<file path="config.mk">
export PLATFORM = sky130hd
export DESIGN_NAME = fsp_top
export DESIGN_NICKNAME = d
export VERILOG_FILES = /design/src/hw/fsp_pkg.sv /design/src/hw/fsp_prot_if.sv /design/src/hw/fsp_scen_guard.sv /design/src/hw/fsp_addr_check.sv /design/src/hw/fsp_top.sv
export SDC_FILE = /design/constraint.sdc
export NUM_CORES = 1
export LEC_CHECK = 0
export ABC_AREA = 1
export BUFFER_PORTS_ARGS = -buffer_cell sky130_fd_sc_hd__buf_2
export CAP_MARGIN = 20
export CORE_MARGIN = 1.5
export CORE_UTILIZATION = 34
export CTS_BUF_LIST = sky130_fd_sc_hd__clkbuf_8
export CTS_CLUSTER_DIAMETER = 30
export DETAILED_ROUTE_END_ITERATION = 10
export MAX_ROUTING_LAYER = met4
export PLACE_DENSITY = 0.78
export SLEW_MARGIN = 20
export SYNTH_ARGS = -nofsm -noshare
export SYNTH_HDL_FRONTEND = slang
export SYNTH_SLANG_ARGS = --single-unit
</file>
<file path="constraint.sdc">
create_clock -name ref_clk -period 1.8 [get_ports ref_clk]
set_input_delay 0.27 -clock ref_clk [delete_from_list [all_inputs] [get_ports ref_clk]]
set_output_delay 0.27 -clock ref_clk [all_outputs]
set_load 0.005 [all_outputs]
</file>
<file path="src/hw/fsp_pkg.sv">
// Shared constants and helpers for the flash sector protection control.
// Assumes a 16-bit program memory address space and one bus clock.
package fsp_pkg;

    // ----------------------------------------
    // Register map (byte addresses)
    // ----------------------------------------
    localparam logic [7:0] FSP_OFS_PROT = 8'h00;
    localparam logic [7:0] FSP_OFS_STATUS = 8'h04;
    localparam logic [7:0] FSP_OFS_CLEAR = 8'h08;
    localparam logic [7:0] FSP_OFS_ENABLE = 8'h0C;

    // ----------------------------------------
    // Protection setting fields
    // ----------------------------------------
    localparam int FSP_POL_BIT = 7;
    localparam int FSP_SPARE_BIT = 6;
    localparam int FSP_HDIS_BIT = 5;
    localparam int FSP_HSZ_MSB = 4;
    localparam int FSP_HSZ_LSB = 3;
    localparam int FSP_LDIS_BIT = 2;
    localparam int FSP_LSZ_MSB = 1;
    localparam int FSP_LSZ_LSB = 0;
    // Erased state: no protection until the stored byte arrives
    localparam logic [7:0] FSP_PROT_RST = 8'hFF;

    // ----------------------------------------
    // Status and interrupt bits
    // ----------------------------------------
    localparam int FSP_EVT_W = 2;
    localparam int FSP_EVT_VIOL = 0;
    localparam int FSP_EVT_REJECT = 1;
    localparam logic [FSP_EVT_W-1:0] FSP_EVT_RST = 2'h0;

    // ----------------------------------------
    // Array addresses and windows
    // ----------------------------------------
    localparam logic [15:0] FSP_NV_ADDR = 16'hFF0D;
    localparam logic [15:0] FSP_HIGH_BASE0 = 16'hF800;
    localparam logic [15:0] FSP_HIGH_BASE1 = 16'hF000;
    localparam logic [15:0] FSP_HIGH_BASE2 = 16'hE000;
    localparam logic [15:0] FSP_HIGH_BASE3 = 16'hC000;
    localparam logic [15:0] FSP_LOW_BASE = 16'h4000;
    localparam logic [15:0] FSP_LOW_END0 = 16'h41FF;
    localparam logic [15:0] FSP_LOW_END1 = 16'h43FF;
    localparam logic [15:0] FSP_LOW_END2 = 16'h47FF;
    localparam logic [15:0] FSP_LOW_END3 = 16'h4FFF;

    // Row r, bit c set: scenario r may move to scenario c
    localparam logic [63:0] FSP_SCEN_ALLOWED = 64'hFF5A_3C18_080C_0A0F;
    localparam logic [2:0] FSP_SCEN_OPEN = 3'h7;

    typedef enum logic [1:0] {FSP_LOAD_REQ, FSP_LOAD_WAIT, FSP_RUN} fsp_load_t;

    function automatic logic [2:0] fsp_scen(input logic [7:0] s);
        fsp_scen = {s[FSP_POL_BIT], s[FSP_HDIS_BIT], s[FSP_LDIS_BIT]};
    endfunction

    function automatic logic fsp_scen_ok(input logic [2:0] from, input logic [2:0] to);
        fsp_scen_ok = FSP_SCEN_ALLOWED[{from, to}];
    endfunction

endpackage

</file>
<file path="src/hw/fsp_prot_if.sv">
// Carries the protection setting in force from its owner to its users.
// Assumes one clock domain; the owner drives, every user only reads.
`timescale 1ns/1ps
interface fsp_prot_if;
    logic [7:0] setting;
    modport owner (output setting);
    modport user (input setting);
endinterface

</file>
<file path="src/hw/fsp_scen_guard.sv">
// Builds the value a register write would produce and judges the move.
// Assumes the setting in force arrives over the protection interface.
`timescale 1ns/1ps
module fsp_scen_guard
    import fsp_pkg::*;
(
    fsp_prot_if.user prot,
    input wire logic [7:0] wrData,
    output logic [7:0] nextSetting,
    output logic accept
);
    import fsp_pkg::*;

    wire logic [7:0] cur = prot.setting;
    // Polarity may only be cleared, never set again
    wire logic polNext = cur[FSP_POL_BIT] & wrData[FSP_POL_BIT];
    // Sizes are frozen while their window is enabled
    wire logic [1:0] hszNext = cur[FSP_HDIS_BIT] ? wrData[FSP_HSZ_MSB:FSP_HSZ_LSB]
                                                 : cur[FSP_HSZ_MSB:FSP_HSZ_LSB];
    wire logic [1:0] lszNext = cur[FSP_LDIS_BIT] ? wrData[FSP_LSZ_MSB:FSP_LSZ_LSB]
                                                 : cur[FSP_LSZ_MSB:FSP_LSZ_LSB];

    assign nextSetting = {polNext, wrData[FSP_SPARE_BIT], wrData[FSP_HDIS_BIT], hszNext,
                          wrData[FSP_LDIS_BIT], lszNext};
    assign accept = fsp_scen_ok(fsp_scen(cur), fsp_scen(nextSetting));
endmodule

</file>
<file path="src/hw/fsp_addr_check.sv">
// Checks program and erase requests against the protection in force.
// Assumes requests are one-cycle strobes; answers one cycle later.
`timescale 1ns/1ps
module fsp_addr_check
    import fsp_pkg::*;
(
    input wire logic ref_clk,
    input wire logic rstn,
    fsp_prot_if.user prot,
    input wire logic cmdValid,
    input wire logic cmdMassErase,
    input wire logic [15:0] cmdAddr,
    output logic violPulse
);
    import fsp_pkg::*;

    wire logic [7:0] s = prot.setting;
    wire logic [1:0] hsz = s[FSP_HSZ_MSB:FSP_HSZ_LSB];
    wire logic [1:0] lsz = s[FSP_LSZ_MSB:FSP_LSZ_LSB];
    wire logic [15:0] highBase = (hsz == 2'h0) ? FSP_HIGH_BASE0 :
                                 (hsz == 2'h1) ? FSP_HIGH_BASE1 :
                                 (hsz == 2'h2) ? FSP_HIGH_BASE2 : FSP_HIGH_BASE3;
    wire logic [15:0] lowEnd = (lsz == 2'h0) ? FSP_LOW_END0 :
                               (lsz == 2'h1) ? FSP_LOW_END1 :
                               (lsz == 2'h2) ? FSP_LOW_END2 : FSP_LOW_END3;
    wire logic inHigh = !s[FSP_HDIS_BIT] && (cmdAddr >= highBase);
    wire logic inLow = !s[FSP_LDIS_BIT] && (cmdAddr >= FSP_LOW_BASE)
                       && (cmdAddr <= lowEnd);
    wire logic inWindow = inHigh || inLow;
    // Polarity set: windows are protected; cleared: windows are the only open part
    wire logic addrProt = s[FSP_POL_BIT] ? inWindow : !inWindow;
    wire logic anyProt = fsp_scen(s) != FSP_SCEN_OPEN;
    wire logic violD = cmdValid && (cmdMassErase ? anyProt : addrProt);

    logic violQ;
    always_ff @(posedge ref_clk or negedge rstn) begin
        if (!rstn) begin
            violQ <= 1'b0;
        end else begin
            violQ <= violD;
        end
    end
    assign violPulse = violQ;

    // ----------------------------------------
    // Assertions
    // ----------------------------------------
    property p_full_array;
        @(posedge ref_clk) disable iff (!rstn)
        cmdValid && !s[FSP_POL_BIT] && s[FSP_HDIS_BIT] && s[FSP_LDIS_BIT] |=> violPulse;
    endproperty
    a_full_array: assert property (p_full_array) else $error("Full array not protected");

    property p_open_array;
        @(posedge ref_clk) disable iff (!rstn)
        cmdValid && !cmdMassErase && (fsp_scen(s) == FSP_SCEN_OPEN) |=> !violPulse;
    endproperty
    a_open_array: assert property (p_open_array) else $error("Open array flagged");
endmodule

</file>
<file path="src/hw/fsp_top.sv">
// Flash sector protection control: protection setting, address checks,
// violation status and interrupt, reached over a classic Wishbone slave.
// Assumes a synchronous array read port that returns the stored byte once.
//
// Our own choices: the register offsets and the Wishbone interface to the registers.
`timescale 1ns/1ps
module fsp_top
    import fsp_pkg::*;
(
    input wire logic ref_clk,
    input wire logic rstn,
    input wire logic [7:0] wb_adr_i,
    input wire logic [31:0] wb_dat_i,
    input wire logic [3:0] wb_sel_i,
    input wire logic wb_we_i,
    input wire logic wb_cyc_i,
    input wire logic wb_stb_i,
    output logic [31:0] wb_dat_o,
    output logic wb_ack_o,
    output logic nvReq,
    output logic [15:0] nvAddr,
    input wire logic [7:0] nvData,
    input wire logic nvValid,
    input wire logic cmdValid,
    input wire logic cmdMassErase,
    input wire logic [15:0] cmdAddr,
    output logic protViolation,
    output logic irq
);
    import fsp_pkg::*;

    // ----------------------------------------
    // State
    // ----------------------------------------
    fsp_load_t load_q;
    fsp_load_t load_d;
    logic [7:0] setting_q;
    logic [7:0] setting_d;
    logic [FSP_EVT_W-1:0] status_q;
    logic [FSP_EVT_W-1:0] status_d;
    logic [FSP_EVT_W-1:0] enable_q;
    logic [FSP_EVT_W-1:0] enable_d;
    logic ack_q;
    logic [31:0] rdData_q;
    logic [31:0] rdData_d;
    logic irq_q;
    logic nvReq_q;
    logic nvReq_d;

    fsp_prot_if protIf ();
    assign protIf.setting = setting_q;

    // ----------------------------------------
    // Bus decode
    // ----------------------------------------
    wire logic busReq = wb_cyc_i && wb_stb_i && !ack_q;
    wire logic busWr = busReq && wb_we_i && wb_sel_i[0];
    wire logic selProt = (wb_adr_i == FSP_OFS_PROT);
    wire logic selStatus = (wb_adr_i == FSP_OFS_STATUS);
    wire logic selClear = (wb_adr_i == FSP_OFS_CLEAR);
    wire logic selEnable = (wb_adr_i == FSP_OFS_ENABLE);
    wire logic running = (load_q == FSP_RUN);
    // Writes before the stored byte arrives would be overwritten, so drop them
    wire logic wrProt = busWr && selProt && running;
    wire logic wrClear = busWr && selClear;
    wire logic wrEnable = busWr && selEnable;

    // ----------------------------------------
    // Write judgement and address checking
    // ----------------------------------------
    logic [7:0] guardNext;
    logic guardAccept;
    logic violPulse;

    fsp_scen_guard u_guard (
        .prot(protIf.user),
        .wrData(wb_dat_i[7:0]),
        .nextSetting(guardNext),
        .accept(guardAccept)
    );

    fsp_addr_check u_check (
        .ref_clk(ref_clk),
        .rstn(rstn),
        .prot(protIf.user),
        .cmdValid(cmdValid),
        .cmdMassErase(cmdMassErase),
        .cmdAddr(cmdAddr),
        .violPulse(violPulse)
    );

    wire logic wrReject = wrProt && !guardAccept;

    // ----------------------------------------
    // Reset-time load of the stored setting
    // ----------------------------------------
    always_comb begin
        load_d = load_q;
        nvReq_d = 1'b0;
        case (load_q)
            FSP_LOAD_REQ: begin
                nvReq_d = 1'b1;
                load_d = FSP_LOAD_WAIT;
            end
            FSP_LOAD_WAIT: begin
                nvReq_d = !nvValid;
                if (nvValid) begin
                    load_d = FSP_RUN;
                end
            end
            default: begin
                load_d = FSP_RUN;
            end
        endcase
    end

    // Setting: stored byte once, then only accepted writes
    always_comb begin
        setting_d = setting_q;
        if (load_q == FSP_LOAD_WAIT && nvValid) begin
            setting_d = nvData;
        end else if (wrProt && guardAccept) begin
            setting_d = guardNext;
        end
    end

    // ----------------------------------------
    // Status, enable and interrupt
    // ----------------------------------------
    wire logic [FSP_EVT_W-1:0] events = {wrReject, violPulse};
    wire logic [FSP_EVT_W-1:0] clearMask = wrClear ? wb_dat_i[FSP_EVT_W-1:0] : FSP_EVT_RST;

    // A new event beats a clear landing in the same cycle
    assign status_d = (status_q & ~clearMask) | events;
    assign enable_d = wrEnable ? wb_dat_i[FSP_EVT_W-1:0] : enable_q;

    // ----------------------------------------
    // Read data
    // ----------------------------------------
    always_comb begin
        rdData_d = 32'h0000_0000;
        if (selProt) begin
            rdData_d[7:0] = setting_q;
        end else if (selStatus) begin
            rdData_d[FSP_EVT_W-1:0] = status_q;
        end else if (selEnable) begin
            rdData_d[FSP_EVT_W-1:0] = enable_q;
        end
    end

    // ----------------------------------------
    // Registers
    // ----------------------------------------
    always_ff @(posedge ref_clk or negedge rstn) begin
        if (!rstn) begin
            load_q <= FSP_LOAD_REQ;
            nvReq_q <= 1'b0;
            setting_q <= FSP_PROT_RST;
        end else begin
            load_q <= load_d;
            nvReq_q <= nvReq_d;
            setting_q <= setting_d;
        end
    end

    always_ff @(posedge ref_clk or negedge rstn) begin
        if (!rstn) begin
            status_q <= FSP_EVT_RST;
            enable_q <= FSP_EVT_RST;
            irq_q <= 1'b0;
        end else begin
            status_q <= status_d;
            enable_q <= enable_d;
            irq_q <= |(status_d & enable_d);
        end
    end

    // Every access, mapped or not, is answered one cycle after the strobe
    always_ff @(posedge ref_clk or negedge rstn) begin
        if (!rstn) begin
            ack_q <= 1'b0;
            rdData_q <= 32'h0000_0000;
        end else begin
            ack_q <= busReq;
            rdData_q <= busReq ? rdData_d : rdData_q;
        end
    end

    assign wb_ack_o = ack_q;
    assign wb_dat_o = rdData_q;
    assign nvReq = nvReq_q;
    // Fixed address, kept as a constant so it is a flop output in effect
    assign nvAddr = FSP_NV_ADDR;
    assign protViolation = status_q[FSP_EVT_VIOL];
    assign irq = irq_q;

    // ----------------------------------------
    // Assertions
    // ----------------------------------------
    logic [2:0] scenPrev_q;
    logic ranPrev_q;
    always_ff @(posedge ref_clk or negedge rstn) begin
        if (!rstn) begin
            scenPrev_q <= 3'h0;
            ranPrev_q <= 1'b0;
        end else begin
            scenPrev_q <= fsp_scen(setting_q);
            ranPrev_q <= running;
        end
    end

    property p_pol_only_clears;
        @(posedge ref_clk) disable iff (!rstn)
        ranPrev_q && running |-> !$rose(setting_q[FSP_POL_BIT]);
    endproperty
    a_pol_only_clears: assert property (p_pol_only_clears) else $error("Polarity set again");

    property p_hsz_lock;
        @(posedge ref_clk) disable iff (!rstn)
        ranPrev_q && $changed(setting_q[FSP_HSZ_MSB:FSP_HSZ_LSB])
            |-> $past(setting_q[FSP_HDIS_BIT]);
    endproperty
    a_hsz_lock: assert property (p_hsz_lock) else $error("High size changed while locked");

    property p_lsz_lock;
        @(posedge ref_clk) disable iff (!rstn)
        ranPrev_q && $changed(setting_q[FSP_LSZ_MSB:FSP_LSZ_LSB])
            |-> $past(setting_q[FSP_LDIS_BIT]);
    endproperty
    a_lsz_lock: assert property (p_lsz_lock) else $error("Low size changed while locked");

    property p_legal_move;
        @(posedge ref_clk) disable iff (!rstn)
        ranPrev_q |-> fsp_scen_ok(scenPrev_q, fsp_scen(setting_q));
    endproperty
    a_legal_move: assert property (p_legal_move) else $error("Illegal scenario move");

    property p_reject_hold;
        @(posedge ref_clk) disable iff (!rstn)
        wrReject |=> $stable(setting_q) && status_q[FSP_EVT_REJECT];
    endproperty
    a_reject_hold: assert property (p_reject_hold) else $error("Rejected write changed setting");

    property p_viol_flag;
        @(posedge ref_clk) disable iff (!rstn)
        violPulse |=> protViolation ##1 (protViolation || $past(wrClear));
    endproperty
    a_viol_flag: assert property (p_viol_flag) else $error("Violation not flagged");

    property p_read_setting;
        @(posedge ref_clk) disable iff (!rstn)
        busReq && !wb_we_i && selProt |=> wb_ack_o && (wb_dat_o[7:0] == $past(setting_q));
    endproperty
    a_read_setting: assert property (p_read_setting) else $error("Read not setting in force");

    property p_load_byte;
        @(posedge ref_clk) disable iff (!rstn)
        (load_q == FSP_LOAD_WAIT) && nvValid |=> running && (setting_q == $past(nvData));
    endproperty
    a_load_byte: assert property (p_load_byte) else $error("Stored byte not loaded");

    property p_ack_pulse;
        @(posedge ref_clk) disable iff (!rstn)
        wb_ack_o |=> !wb_ack_o;
    endproperty
    a_ack_pulse: assert property (p_ack_pulse) else $error("Ack held too long");

    property p_setting_source;
        @(posedge ref_clk) disable iff (!rstn)
        ranPrev_q && $changed(setting_q) |-> $past(wrProt && guardAccept);
    endproperty
    a_setting_source: assert property (p_setting_source) else $error("Stray change");

    property p_nv_drop;
        @(posedge ref_clk) disable iff (!rstn)
        nvReq && nvValid |=> !nvReq;
    endproperty
    a_nv_drop: assert property (p_nv_drop) else $error("Load request held");

    property p_irq_level;
        @(posedge ref_clk) disable iff (!rstn)
        irq == |(status_q & enable_q);
    endproperty
    a_irq_level: assert property (p_irq_level) else $error("Interrupt level wrong");

    property p_mass_erase;
        @(posedge ref_clk) disable iff (!rstn)
        cmdValid && cmdMassErase && (fsp_scen(setting_q) != FSP_SCEN_OPEN)
            |-> ##2 protViolation;
    endproperty
    a_mass_erase: assert property (p_mass_erase) else $error("Mass erase not flagged");
endmodule

</file>
Yosys cells after proc, flatten, opt, wreduce, memory -nomap -nowiden
Memory sizes are Yosys's and may differ from the RTL's. Index checks and enable logic that the tools add are counted.

Flip-flop bits (word level): 26. Memory bits (read-only): 64. Input port bits: 76. Logic and storage cells: 86. Memories kept: 1.

Magnitude comparators: 4. Equality and inequality tests: 11. Muxes and demuxes: 22. Bitwise logic cells: 5. Reductions and logical operators: 32.

Memories: (no name shown) (depth 64, bits a word 1, rd ports 1, clocked after Yosys merged registers in 0, wr ports 0, line fsp_pkg.sv:60) `fsp_scen_ok = FSP_SCEN_ALLOWED[{from, to}];`.

Operators with widths (count): 16-bit 2-to-1 mux (4); 8-bit by 4-bit == test with 1-bit output, second input constant (2); 16-bit by 15-bit greater-or-equal comparator with 1-bit output, second input constant (1); 16-bit greater-or-equal comparator (1); 16-bit <= comparator (1); 2-bit 2-to-1 mux (8); 8-bit 2-to-1 mux (2); 1-bit logical AND (15); 14-bit 2-to-1 mux (1); 12-bit 2-to-1 mux (1); 8-bit by 3-bit == test with 1-bit output, second input constant (1); 8-bit logical NOT (1); 6-bit by 7-bit < comparator with 1-bit output, second input constant (1); 2-bit by 1-bit == test with 1-bit output, second input constant (3); 2-bit == test, second input constant (3); 1-bit logical NOT (6); 2-bit logical NOT (3); 6-bit 2-to-1 mux (1); 2-bit nonzero test (3); 2-bit bitwise AND (2); 2-bit one-hot mux with 2 select lines (1); 2-bit AND reduction (2); 1-bit 2-to-1 mux (3); 3-bit inequality test, second input constant (1); other kinds (7) (7).

Logic depth before layout (Yosys ltp)
Gate-level depths: netlist of the first run.

Depth in word-level cells: 11. Depth in mapped cells: 15. Depth with buffers taken out: 15.

Hierarchy
A second synthesis of the first run with hierarchy kept.

Cell total of the unflattened synthesis: 304. Area total of the unflattened synthesis: 2139.6 µm².

By module, submodules not included: fsp_top (times used 1, cells an instance 184, area each 1561.5 µm², seq. area each 635.6 µm²); fsp_addr_check (times used 1, cells an instance 72, area each 359.1 µm², seq. area each 25.0 µm²); fsp_scen_guard (times used 1, cells an instance 48, area each 219.0 µm², seq. area each 0.0 µm²).

Least setup slack after synthesis of the first run
Ideal clock, no wire load.

Path type: register to register. From: register setting_q[7] (netlist: protIf.setting[7]). To: register irq_q (netlist: irq). Library setup time: 0.116 ns. Arrival: 1.491 ns. Setup slack: 0.192 ns. Cell stages (with the launch flop): 10. Buffers on the path: 0. Period minus slack after synthesis: 1.608 ns. Cell sequence: dfstp_2 nand2_1 ha_1 o211a_1 nand2_2 nand2_1 nand2_1 nand2_1 nand2_1 nand2_1.

Longest elaborated chain between the ends: 8.

Ends and longest elaborated chain: start, declared (line fsp_top.sv:37) `logic [7:0] setting_q;`; start signal, assigned (line fsp_top.sv:162) `setting_q <= setting_d;`; 1-bit bitwise AND (line fsp_scen_guard.sv:16) `wire logic polNext = cur[FSP_POL_BIT] & wrData[FSP_POL_BIT];`; memory read 64 x 1 bit *; 1-bit 2-to-1 mux (implied by the code) * (line fsp_pkg.sv:60); 1-bit logical NOT * (line fsp_top.sv:92) `wire logic wrReject = wrProt && !guardAccept;`; 1-bit logical AND * (line fsp_top.sv:92); 2-bit OR * (line fsp_top.sv:134) `assign status_d = (status_q & ~clearMask) | events;`; net status_d[1] (line fsp_top.sv:40) `logic [FSP_EVT_W-1:0] status_d;`; 2-bit bitwise AND * (line fsp_top.sv:174) `irq_q <= |(status_d & enable_d);`; 2-bit OR reduction * (line fsp_top.sv:174); end signal, assigned (line fsp_top.sv:174); end, declared (line fsp_top.sv:46) `logic irq_q;`.

Mark *: on every way through the listed nets, which the timed path passes. The rest lies on a longest branch. The select of a mux whose other input is x is not followed. A chain may end at the register's enable or synchronous reset.

Final worst setup path of the first run
From: register setting_q[1] (netlist: protIf.setting[1]). To: register u_check.violQ (netlist: u_check.violPulse).

Longest elaborated chain between the ends: 11.

Ends and longest elaborated chain: 2-bit == test (line fsp_addr_check.sv:25) `(lsz == 2'h2) ? FSP_LOW_END2 : FSP_LOW_END3;`; 12-bit 2-to-1 mux (line fsp_addr_check.sv:25); 16-bit 2-to-1 mux (line fsp_addr_check.sv:24) `(lsz == 2'h1) ? FSP_LOW_END1 :`; 16-bit 2-to-1 mux * (line fsp_addr_check.sv:23) `wire logic [15:0] lowEnd = (lsz == 2'h0) ? FSP_LOW_END0 :`; 16-bit <= comparator * (line fsp_addr_check.sv:28) `&& (cmdAddr <= lowEnd);`; 1-bit logical AND * (line fsp_addr_check.sv:28); 1-bit logical OR * (line fsp_addr_check.sv:29) `wire logic inWindow = inHigh || inLow;`; 1-bit logical NOT (line fsp_addr_check.sv:31) `wire logic addrProt = s[FSP_POL_BIT] ? inWindow : !inWindow;`; 1-bit 2-to-1 mux * (line fsp_addr_check.sv:31); 1-bit 2-to-1 mux * (line fsp_addr_check.sv:33) `wire logic violD = cmdValid && (cmdMassErase ? anyProt : addrProt);`; 1-bit logical AND * (line fsp_addr_check.sv:33); net u_check.violD (line fsp_addr_check.sv:33); end signal, assigned (line fsp_addr_check.sv:40) `violQ <= violD;`; end, declared (line fsp_addr_check.sv:35) `logic violQ;`.

Mark *: on every way through the listed nets, which the timed path passes. The rest lies on a longest branch.

==> summary.md, run 1 <==
| Metric | Value |
|---|---|
| Outcome | `finished, violations left` |
| Violated checks | `hold timing` |
| Dominant cell type by area after synthesis | `dfrtp_1` |
| Routed Antenna Nets | `0` |
| Net count, final | `around 430` |
| FF+latch area | `roughly 660 um2` |
| Grt total ovfl | `0` |
| Synth Instances | `around 280` |
| Grt met3 use | `approximately 2.4%` |
| VDD IR max | `0.421 mV` |
| DR vias/cell | `4.35` |
| Number of H-tree levels | `1` |
| DRT Pass-1 Iters | `4` |
| Worst Tran Pin Value | `0.569 ns` |
| Yosys top cell area share | `roughly 23%` |
| Max-slew violation count | `0` |
| Synth cell types | `28` |
| First-pass GRT wire length | `a little under 7 mm` |
| Synth area leaders | `dfrtp_1, nand2_1, buf_4, dfstp_2, nor2_1` |
| Detailed Route WL | `4.21 mm` |
| Max incr delay on CP | `0.60 ns` |
| Fin Setup TNS | `0 ns` |
| Power per Cell Area | `between 600 and 700 nW/um2` |
| Clock-pin transition on the worst setup and hold timing paths | `roughly 0.09 ns` |
| Count leader, synth | `nand2_1` |
| Vias in the first global route | `1,623` |
| Critical path startpoint category | `flip-flop` |
| Die X | `approximately 80 um` |
| Worst-path fanout max | `5` |
| Final Skew | `0.00231 ns` |
| Hold slack | `-0.0157 ns` |
| # setup viols final | `0` |
| Clock latency on the worst-skew pair | `between 0.2 and 0.3 ns` |
| Buf/Inv on CP | `0` |
| Tot GR Track Use | `between 10% and 20%` |
| Final period utilization | `94.5%` |
| Crit path DAT | `approximately 1.9 ns` |
| Post-synthesis cell area | `2000 um2` |
| Wirelength per Cell | `between 10 and 15 um` |
| GRT busiest layer | `met2` |
| Fin crit period | `about 1.7 ns` |
| Seq/Total Area, Yosys | `about a third` |
| FF+latch count, synth | `26` |
| Clock buffer depth | `2` |
| I/O pin cnt | `between 100 and 150` |
| Fillers | `620` |
| R2R cell count | `12` |
| Row count | `27` |
| Core area | `~5600 um2` |
| Cell family with most CP delay | `simple AND/OR/NAND/NOR gates` |
| Non-Filler Instances | `around 410` |
| Via count | `1,801` |
| Multi-input gate area in the final layout | `between 1000 and 1500 um2` |
| Area Growth Syn to Fin | `17.3%` |
| Setup crit end kind | `flip-flop` |
| GR Util met1 | `approximately 17%` |
| GP Congestion | `between 0.8 and 0.9` |
| # Max-Cap Violations | `0` |
| Post-Route Utilization | `about two fifths` |
| Syn avg cell area | `roughly 7.2 um2` |
| Die span in y | `around 80 um` |
| Ys flop type | `dfrtp_1` |
| CP cell instances | `nand2_2 > ha_4 > nand2_1 > nor2_1 > nand3_1 > nand2_1 > nand2_1 > nand2_1 > nand2_1 > nand2_1 > nand2_1 > nor2_2` |
| Die area | `6360 um2` |
| Crit Path Class | `reg2reg` |
| Slowest-stage cell, CP | `dfstp_2` |
| Initial antenna violation count | `0` |
| Met2 Use GR | `approximately 24%` |
| Largest net degree at the start of global routing | `27` |
| Max_slew headroom | `between 60% and 70%` |
| Ys async rst share | `100%` |
| Initial drt markers | `71` |
| Clock Sinks | `26` |
| Hold Vio Cnt, Final | `18` |
| CTS tree | `built` |
| CTS root buf | `clkbuf_8` |
| Worst hold path class | `in2async` |
| Inst Count DP | `408` |
| TritonCTS Buffers | `3` |
| R2r setup slk | `between 0.09 and 0.1 ns` |
| Post-route DRC | `0` |
| Worst path required time | `around 2.0 ns` |
| RSZ-0062 raised after global routing | `true` |
| Leak Pwr | `approximately 1.3 nW` |
| Hpwl dp | `between 3 and 4 mm` |
| Ratio of cells with drive above 1 in the final layout | `29.2%` |
| Yosys warning total | `0` |
| Achievable Freq | `588 MHz` |
| Diode count | `0` |
| Crit path depth | `12` |
| Port bufs | `60` |
| Cell mode on critical path | `nand2_1` |
| Starting density of the core | `35.7%` |
| Post-synth top cells | `nand2_1, buf_4, nor2_1, nand3_1` |
| EDFF count, synth | `0` |
-- worst paths after layout --
kind                                                from                             to
min reg2reg                  u_check.violPulse$_DFF_PN0_          status_q[0]$_DFF_PN0_
max                        protIf.setting[1]$_DFFE_PN1P_    u_check.violPulse$_DFF_PN0_
max reg2reg                protIf.setting[1]$_DFFE_PN1P_    u_check.violPulse$_DFF_PN0_
min in group ref_clk                             nvValid          load_q[0]$_DFFE_PN0N_
min                                                 rstn                nvReq$_DFF_PN0_
max in group asynchronous                           rstn  protIf.setting[3]$_DFFE_PN1P_
-- metrics by stage --
stage / worst slack (ns) / instance area [um2] / power, W / hold slack [ns]
after global routing: -0.0227 / 2350 / 0.00172 / 0.0299
after detailed placement: 0.0588 / 2250 / 0.00122 / 0.296
final: 0.0994 / 2350 / 0.00159 / -0.0157
after global placement: 0.0586 / 2250 / 0.00121 / 0.294
after CTS: 0.0301 / 2290 / 0.00156 / 0.00243
after floorplan: 0.192 / 2140 / 0.00112 / -0.0256
-- what timing repair did --
item,4_1_cts,5_1_grt
resized for setup,0,8
endpoints found under the setup margin,0,8
setup buffers,0,2
hold buffers,0,0
-- layer usage --
layer	up-vias	part of all wire, %
li1	943	-
met1	792	44
met2	62	50
met3	4	6.0
met4	0	0.81
met5	-	0
-- area by class of cell --
cell class	instances	area share, %
well taps	72	3.84
multi-input cells	225	48.2
flip-flops and latches	26	28.1
clock inverters	1	0.160
repair buffers	65	14.4
clock buffers	3	1.76
inverters	22	3.52
-- flip-flops by register name (all words and copies together) (netlist names), 2 cells and up --
register / count
protIf.setting: 8
wb_dat_o: 8
status_q: 2
load_q: 2
enable_q: 2
-- power breakdown --
group,internal [W],leakage (nW),switching [W]
Clock,0.000153,0.0269,0.000175
Sequential,0.000685,0.319,0.0000741
Combinational,0.000206,0.926,0.000295
Total,0.00104,1.27,0.000543
-- cell usage in the layout, fill, tap and decap left out --
| master | n |
|---|---|
| ha_1 | 6 |
| a31oi_1 | 2 |
| a21o_1 | 1 |
| dfrtp_1 | 18 |
| nor2_2 | 6 |
| buf_2 | 60 |
| nand3_4 | 1 |
| nand2_4 | 2 |
| o211a_1 | 1 |
| inv_2 | 3 |
| nand2_2 | 3 |
| a21oi_1 | 9 |
| nand3_1 | 19 |
| conb_1 | 40 |
| nand2_1 | 82 |
| buf_4 | 5 |
| nor4_1 | 1 |
| ha_4 | 2 |
| nand4_1 | 8 |
| clkinv_1 | 1 |
| nor2_1 | 26 |
| o21ai_0 | 2 |
| inv_1 | 19 |
| o21ai_1 | 3 |
| o31ai_1 | 4 |
| o21ai_2 | 1 |
| nand3_2 | 2 |
| clkbuf_8 | 3 |
| dfstp_2 | 8 |
| nor2_4 | 4 |
-- kinds of logic after synthesis --
kind of cell	share of synthesized area, %
adders and majority gates	5.00
buffers and inverters	19.7
DFF	33.0
and+or+nand+nor	35.0
AOI/OAI and AO/OA	6.94
other	0.375
Power figures use the tool's default switching activity.
==> run 2, diff against run 1 <==
--- a/config.mk
+++ b/config.mk
@@ -10,7 +10,6 @@
 export CAP_MARGIN = 20
 export CORE_MARGIN = 1.5
 export CORE_UTILIZATION = 34
-export CTS_BUF_LIST = sky130_fd_sc_hd__clkbuf_8
 export CTS_CLUSTER_DIAMETER = 30
 export DETAILED_ROUTE_END_ITERATION = 10
 export MAX_ROUTING_LAYER = met4
==> run 2 against run 1 <==
Compared with the run above:
- the run still ends with hold timing left
- clock-buffer cell count increased by 1
- routed wire length increased by 0.21%
- cell count unchanged
- combinational power about the same
- maximum frequency decreased by 0.16%
- hold slack got worse by 0.0017 ns
- critical path depth unchanged
- final area unchanged
- highest routed layer unchanged
==> summary.md, run 2 (synthesized netlist as in run 1, its figures left out) <==
| Metric | Value |
|---|---|
| Outcome | `finished, violations left` |
| Violated checks | `hold timing` |
| Fin Setup TNS | `0 ns (unchanged)` |
| Post-Route Utilization | `41.9% (unchanged)` |
| Clock latency on the worst-skew pair | `0.27 ns (about the same)` |
| Clock-pin transition on the worst setup and hold timing paths | `0.09 ns (about the same)` |
| Die X | `79.7 um (unchanged)` |
| Clock share of power | `20.9% (+0.3 points)` |
| Grt total ovfl | `0 (unchanged)` |
| Ratio of cells with drive above 1 in the final layout | `29.2% (unchanged)` |
| DR WL met3 | `251 um (unchanged)` |
| CTS tree | `built` |
| Met1 wire length | `1.86 mm (+1.6%)` |
| Setup crit end kind | `flip-flop` |
| DR vias/cell | `4.35 (about the same)` |
| Die span in y | `79.7 um (unchanged)` |
| Fillers | `620 (unchanged)` |
| Die area | `6360 um2 (unchanged)` |
| Clock buffer depth | `2 (unchanged)` |
| CTS root buf | `clkbuf_8` |
| # setup viols final | `0 (unchanged)` |
| Max_slew headroom | `62.3% (+0.23 points)` |
| Sw Pwr | `0.000546 W (+0.47%)` |
| Row count | `27 (unchanged)` |
| Sequential share of power | `47.6% (-0.2 points)` |
| Hold slack | `-0.0174 ns (-0.00173 ns)` |
| Initial antenna violation count | `0 (unchanged)` |
| Final period utilization | `94.6% (+0.15 points)` |
| Max-slew violation count | `0 (unchanged)` |
| Combinational share of power | `31.5% (about the same)` |
| Final Skew | `0.00269 ns (+0.000379 ns)` |
| Power per Cell Area | `679 nW/um2 (+0.52%)` |
| Crit path DAT | `1.90 ns (about the same)` |
| Fin crit period | `1.70 ns (+0.00276 ns)` |
| VDD IR max | `0.425 mV (+0.91%)` |
| Achievable Freq | `587 MHz (-0.16%)` |
| Starting density of the core | `35.7% (unchanged)` |
| Core area | `5610 um2 (unchanged)` |
| Tot GR Track Use | `14.2% (unchanged)` |
| Number of H-tree levels | `1 (unchanged)` |
| GP Congestion | `0.802 (unchanged)` |
| Diode count | `0 (unchanged)` |
| Internal Power | `0.00105 W (+0.54%)` |
| DR top layer | `met4` |
| Hold-fix buffers, CTS | `0 (unchanged)` |
| Wirelength per Cell | `10.2 um (+0.21%)` |
| Routed Antenna Nets | `0 (unchanged)` |
| DRT Pass-1 Iters | `4 (unchanged)` |
| Net count, final | `427 (unchanged)` |
| Post-route DRC | `0 (unchanged)` |
| Final Total Pwr | `0.00160 W (+0.52%)` |
| Sw Share | `34.2% (about the same)` |
| Most frequent cells in the layout | `nand2_1, buf_2, conb_1, nor2_1, nand3_1` |
| TritonCTS Buffers | `3 (unchanged)` |
| Clock Sinks | `26 (unchanged)` |
| Vias in the first global route | `1,623 (unchanged)` |
| RSZ-0062 raised after global routing | `true` |
| Crit Path Class | `reg2reg` |
| Via count | `1,802 (+0.056%)` |
| Leak Pwr | `1.27 nW (-0.33%)` |
| Hold Vio Cnt, Final | `18 (unchanged)` |
| Port bufs | `60 (unchanged)` |
| WL met2 | `2.07 mm (-0.96%)` |
| FF+latch area | `661 um2 (unchanged)` |
| Worst-path fanout max | `5 (unchanged)` |
| Worst Tran Pin Value | `0.566 ns (-0.00351 ns)` |
| Multi-input gate area in the final layout | `1130 um2 (unchanged)` |
| Critical path startpoint category | `flip-flop` |
| Worst path required time | `2.00 ns (about the same)` |
| Hpwl dp | `3.48 mm (unchanged)` |
| Worst hold path class | `in2async` |
| Commonest non-fill, non-tap cell in the layout | `nand2_1` |
| First-pass GRT wire length | `6.94 mm (unchanged)` |
| # Max-Cap Violations | `0 (unchanged)` |
| Largest net degree at the start of global routing | `27 (unchanged)` |
| Detailed Route WL | `4.22 mm (+0.21%)` |
| Area Growth Syn to Fin | `17.3% (unchanged)` |
| I/O pin cnt | `128 (unchanged)` |
| Initial drt markers | `71 (unchanged)` |
==> run 2: cell types whose count changed in the layout (fill, tap and decap cells not counted), sizes merged <==
cell	before	now
inv	22	21
clkbuf	3	4
==> run 2: power groups by stage <==
| stage | Sequential (W) | Combinational, W | Clock, W |
|---|---|---|---|
| 6_report | 0.000760 | 0.000502 | 0.000334 |
| 5_1_grt | 0.000769 | 0.000589 | 0.000367 |
| 4_1_cts | 0.000756 | 0.000458 | 0.000346 |
| 3_3_place_gp | 0.000762 | 0.000443 | 0 |
| 3_5_place_dp | 0.000768 | 0.000456 | 0 |
| 2_1_floorplan | 0.000746 | 0.000373 | 0 |
==> run 2: final timing paths <==
kind / startpoint / to / slack, ns / depth (start not counted)
min reg2reg: u_check.violPulse$_DFF_PN0_ / status_q[0]$_DFF_PN0_ / 0.47 / 1
min: rstn / nvReq$_DFF_PN0_ / -0.02 / 1
max in group asynchronous: rstn / protIf.setting[3]$_DFFE_PN1P_ / 1.44 / 1
max reg2reg: protIf.setting[1]$_DFFE_PN1P_ / u_check.violPulse$_DFF_PN0_ / 0.1 / 12
min in group ref_clk: nvValid / load_q[0]$_DFFE_PN0N_ / 0.20 / 2
max: protIf.setting[1]$_DFFE_PN1P_ / u_check.violPulse$_DFF_PN0_ / 0.1 / 12
==> run 2: final cells by class <==
class                   instances  area share (%)
repair buffers                 65            14.4
multi-input cells             225            48.2
well taps                      72            3.84
flip-flops and latches         26            28.1
inverters                      22            3.52
clock buffers                   4            1.92
==> run 2: through the flow <==
stage                     setup slack, ns  std cells  instance area [um2]
after floorplan                     0.192        316                 2140
after global placement             0.0586        408                 2250
after detailed placement           0.0588        408                 2250
after CTS                          0.0298        412                 2290
after global routing              -0.0232        414                 2350
final                              0.0966        414                 2350
==> run 2: repair_timing <==
action | CTS | global route
endpoints found under the setup margin | 0 | 8
gates resized for setup | 0 | 8
setup buffers | 0 | 2
==> run 2: layer usage <==
layer | track usage, % | vias to the layer above
li1 | - | 943
met1 | 17.4 | 793
met2 | 24.5 | 62
met3 | 2.40 | 4
met4 | 3.28 | 0
met5 | - | -
==> run 2: critical path, stage by stage (launching register included) <==
cell and delay, ns:
dfstp_2 0.60, nand2_2 0.08, ha_4 0.28, nand2_1 0.05, nor2_1 0.08, nand3_1 0.08
nand2_1 0.07, nand2_1 0.06, nand2_1 0.07, nand2_1 0.06, nand2_1 0.05, nand2_1 0.05
nor2_2 0.12
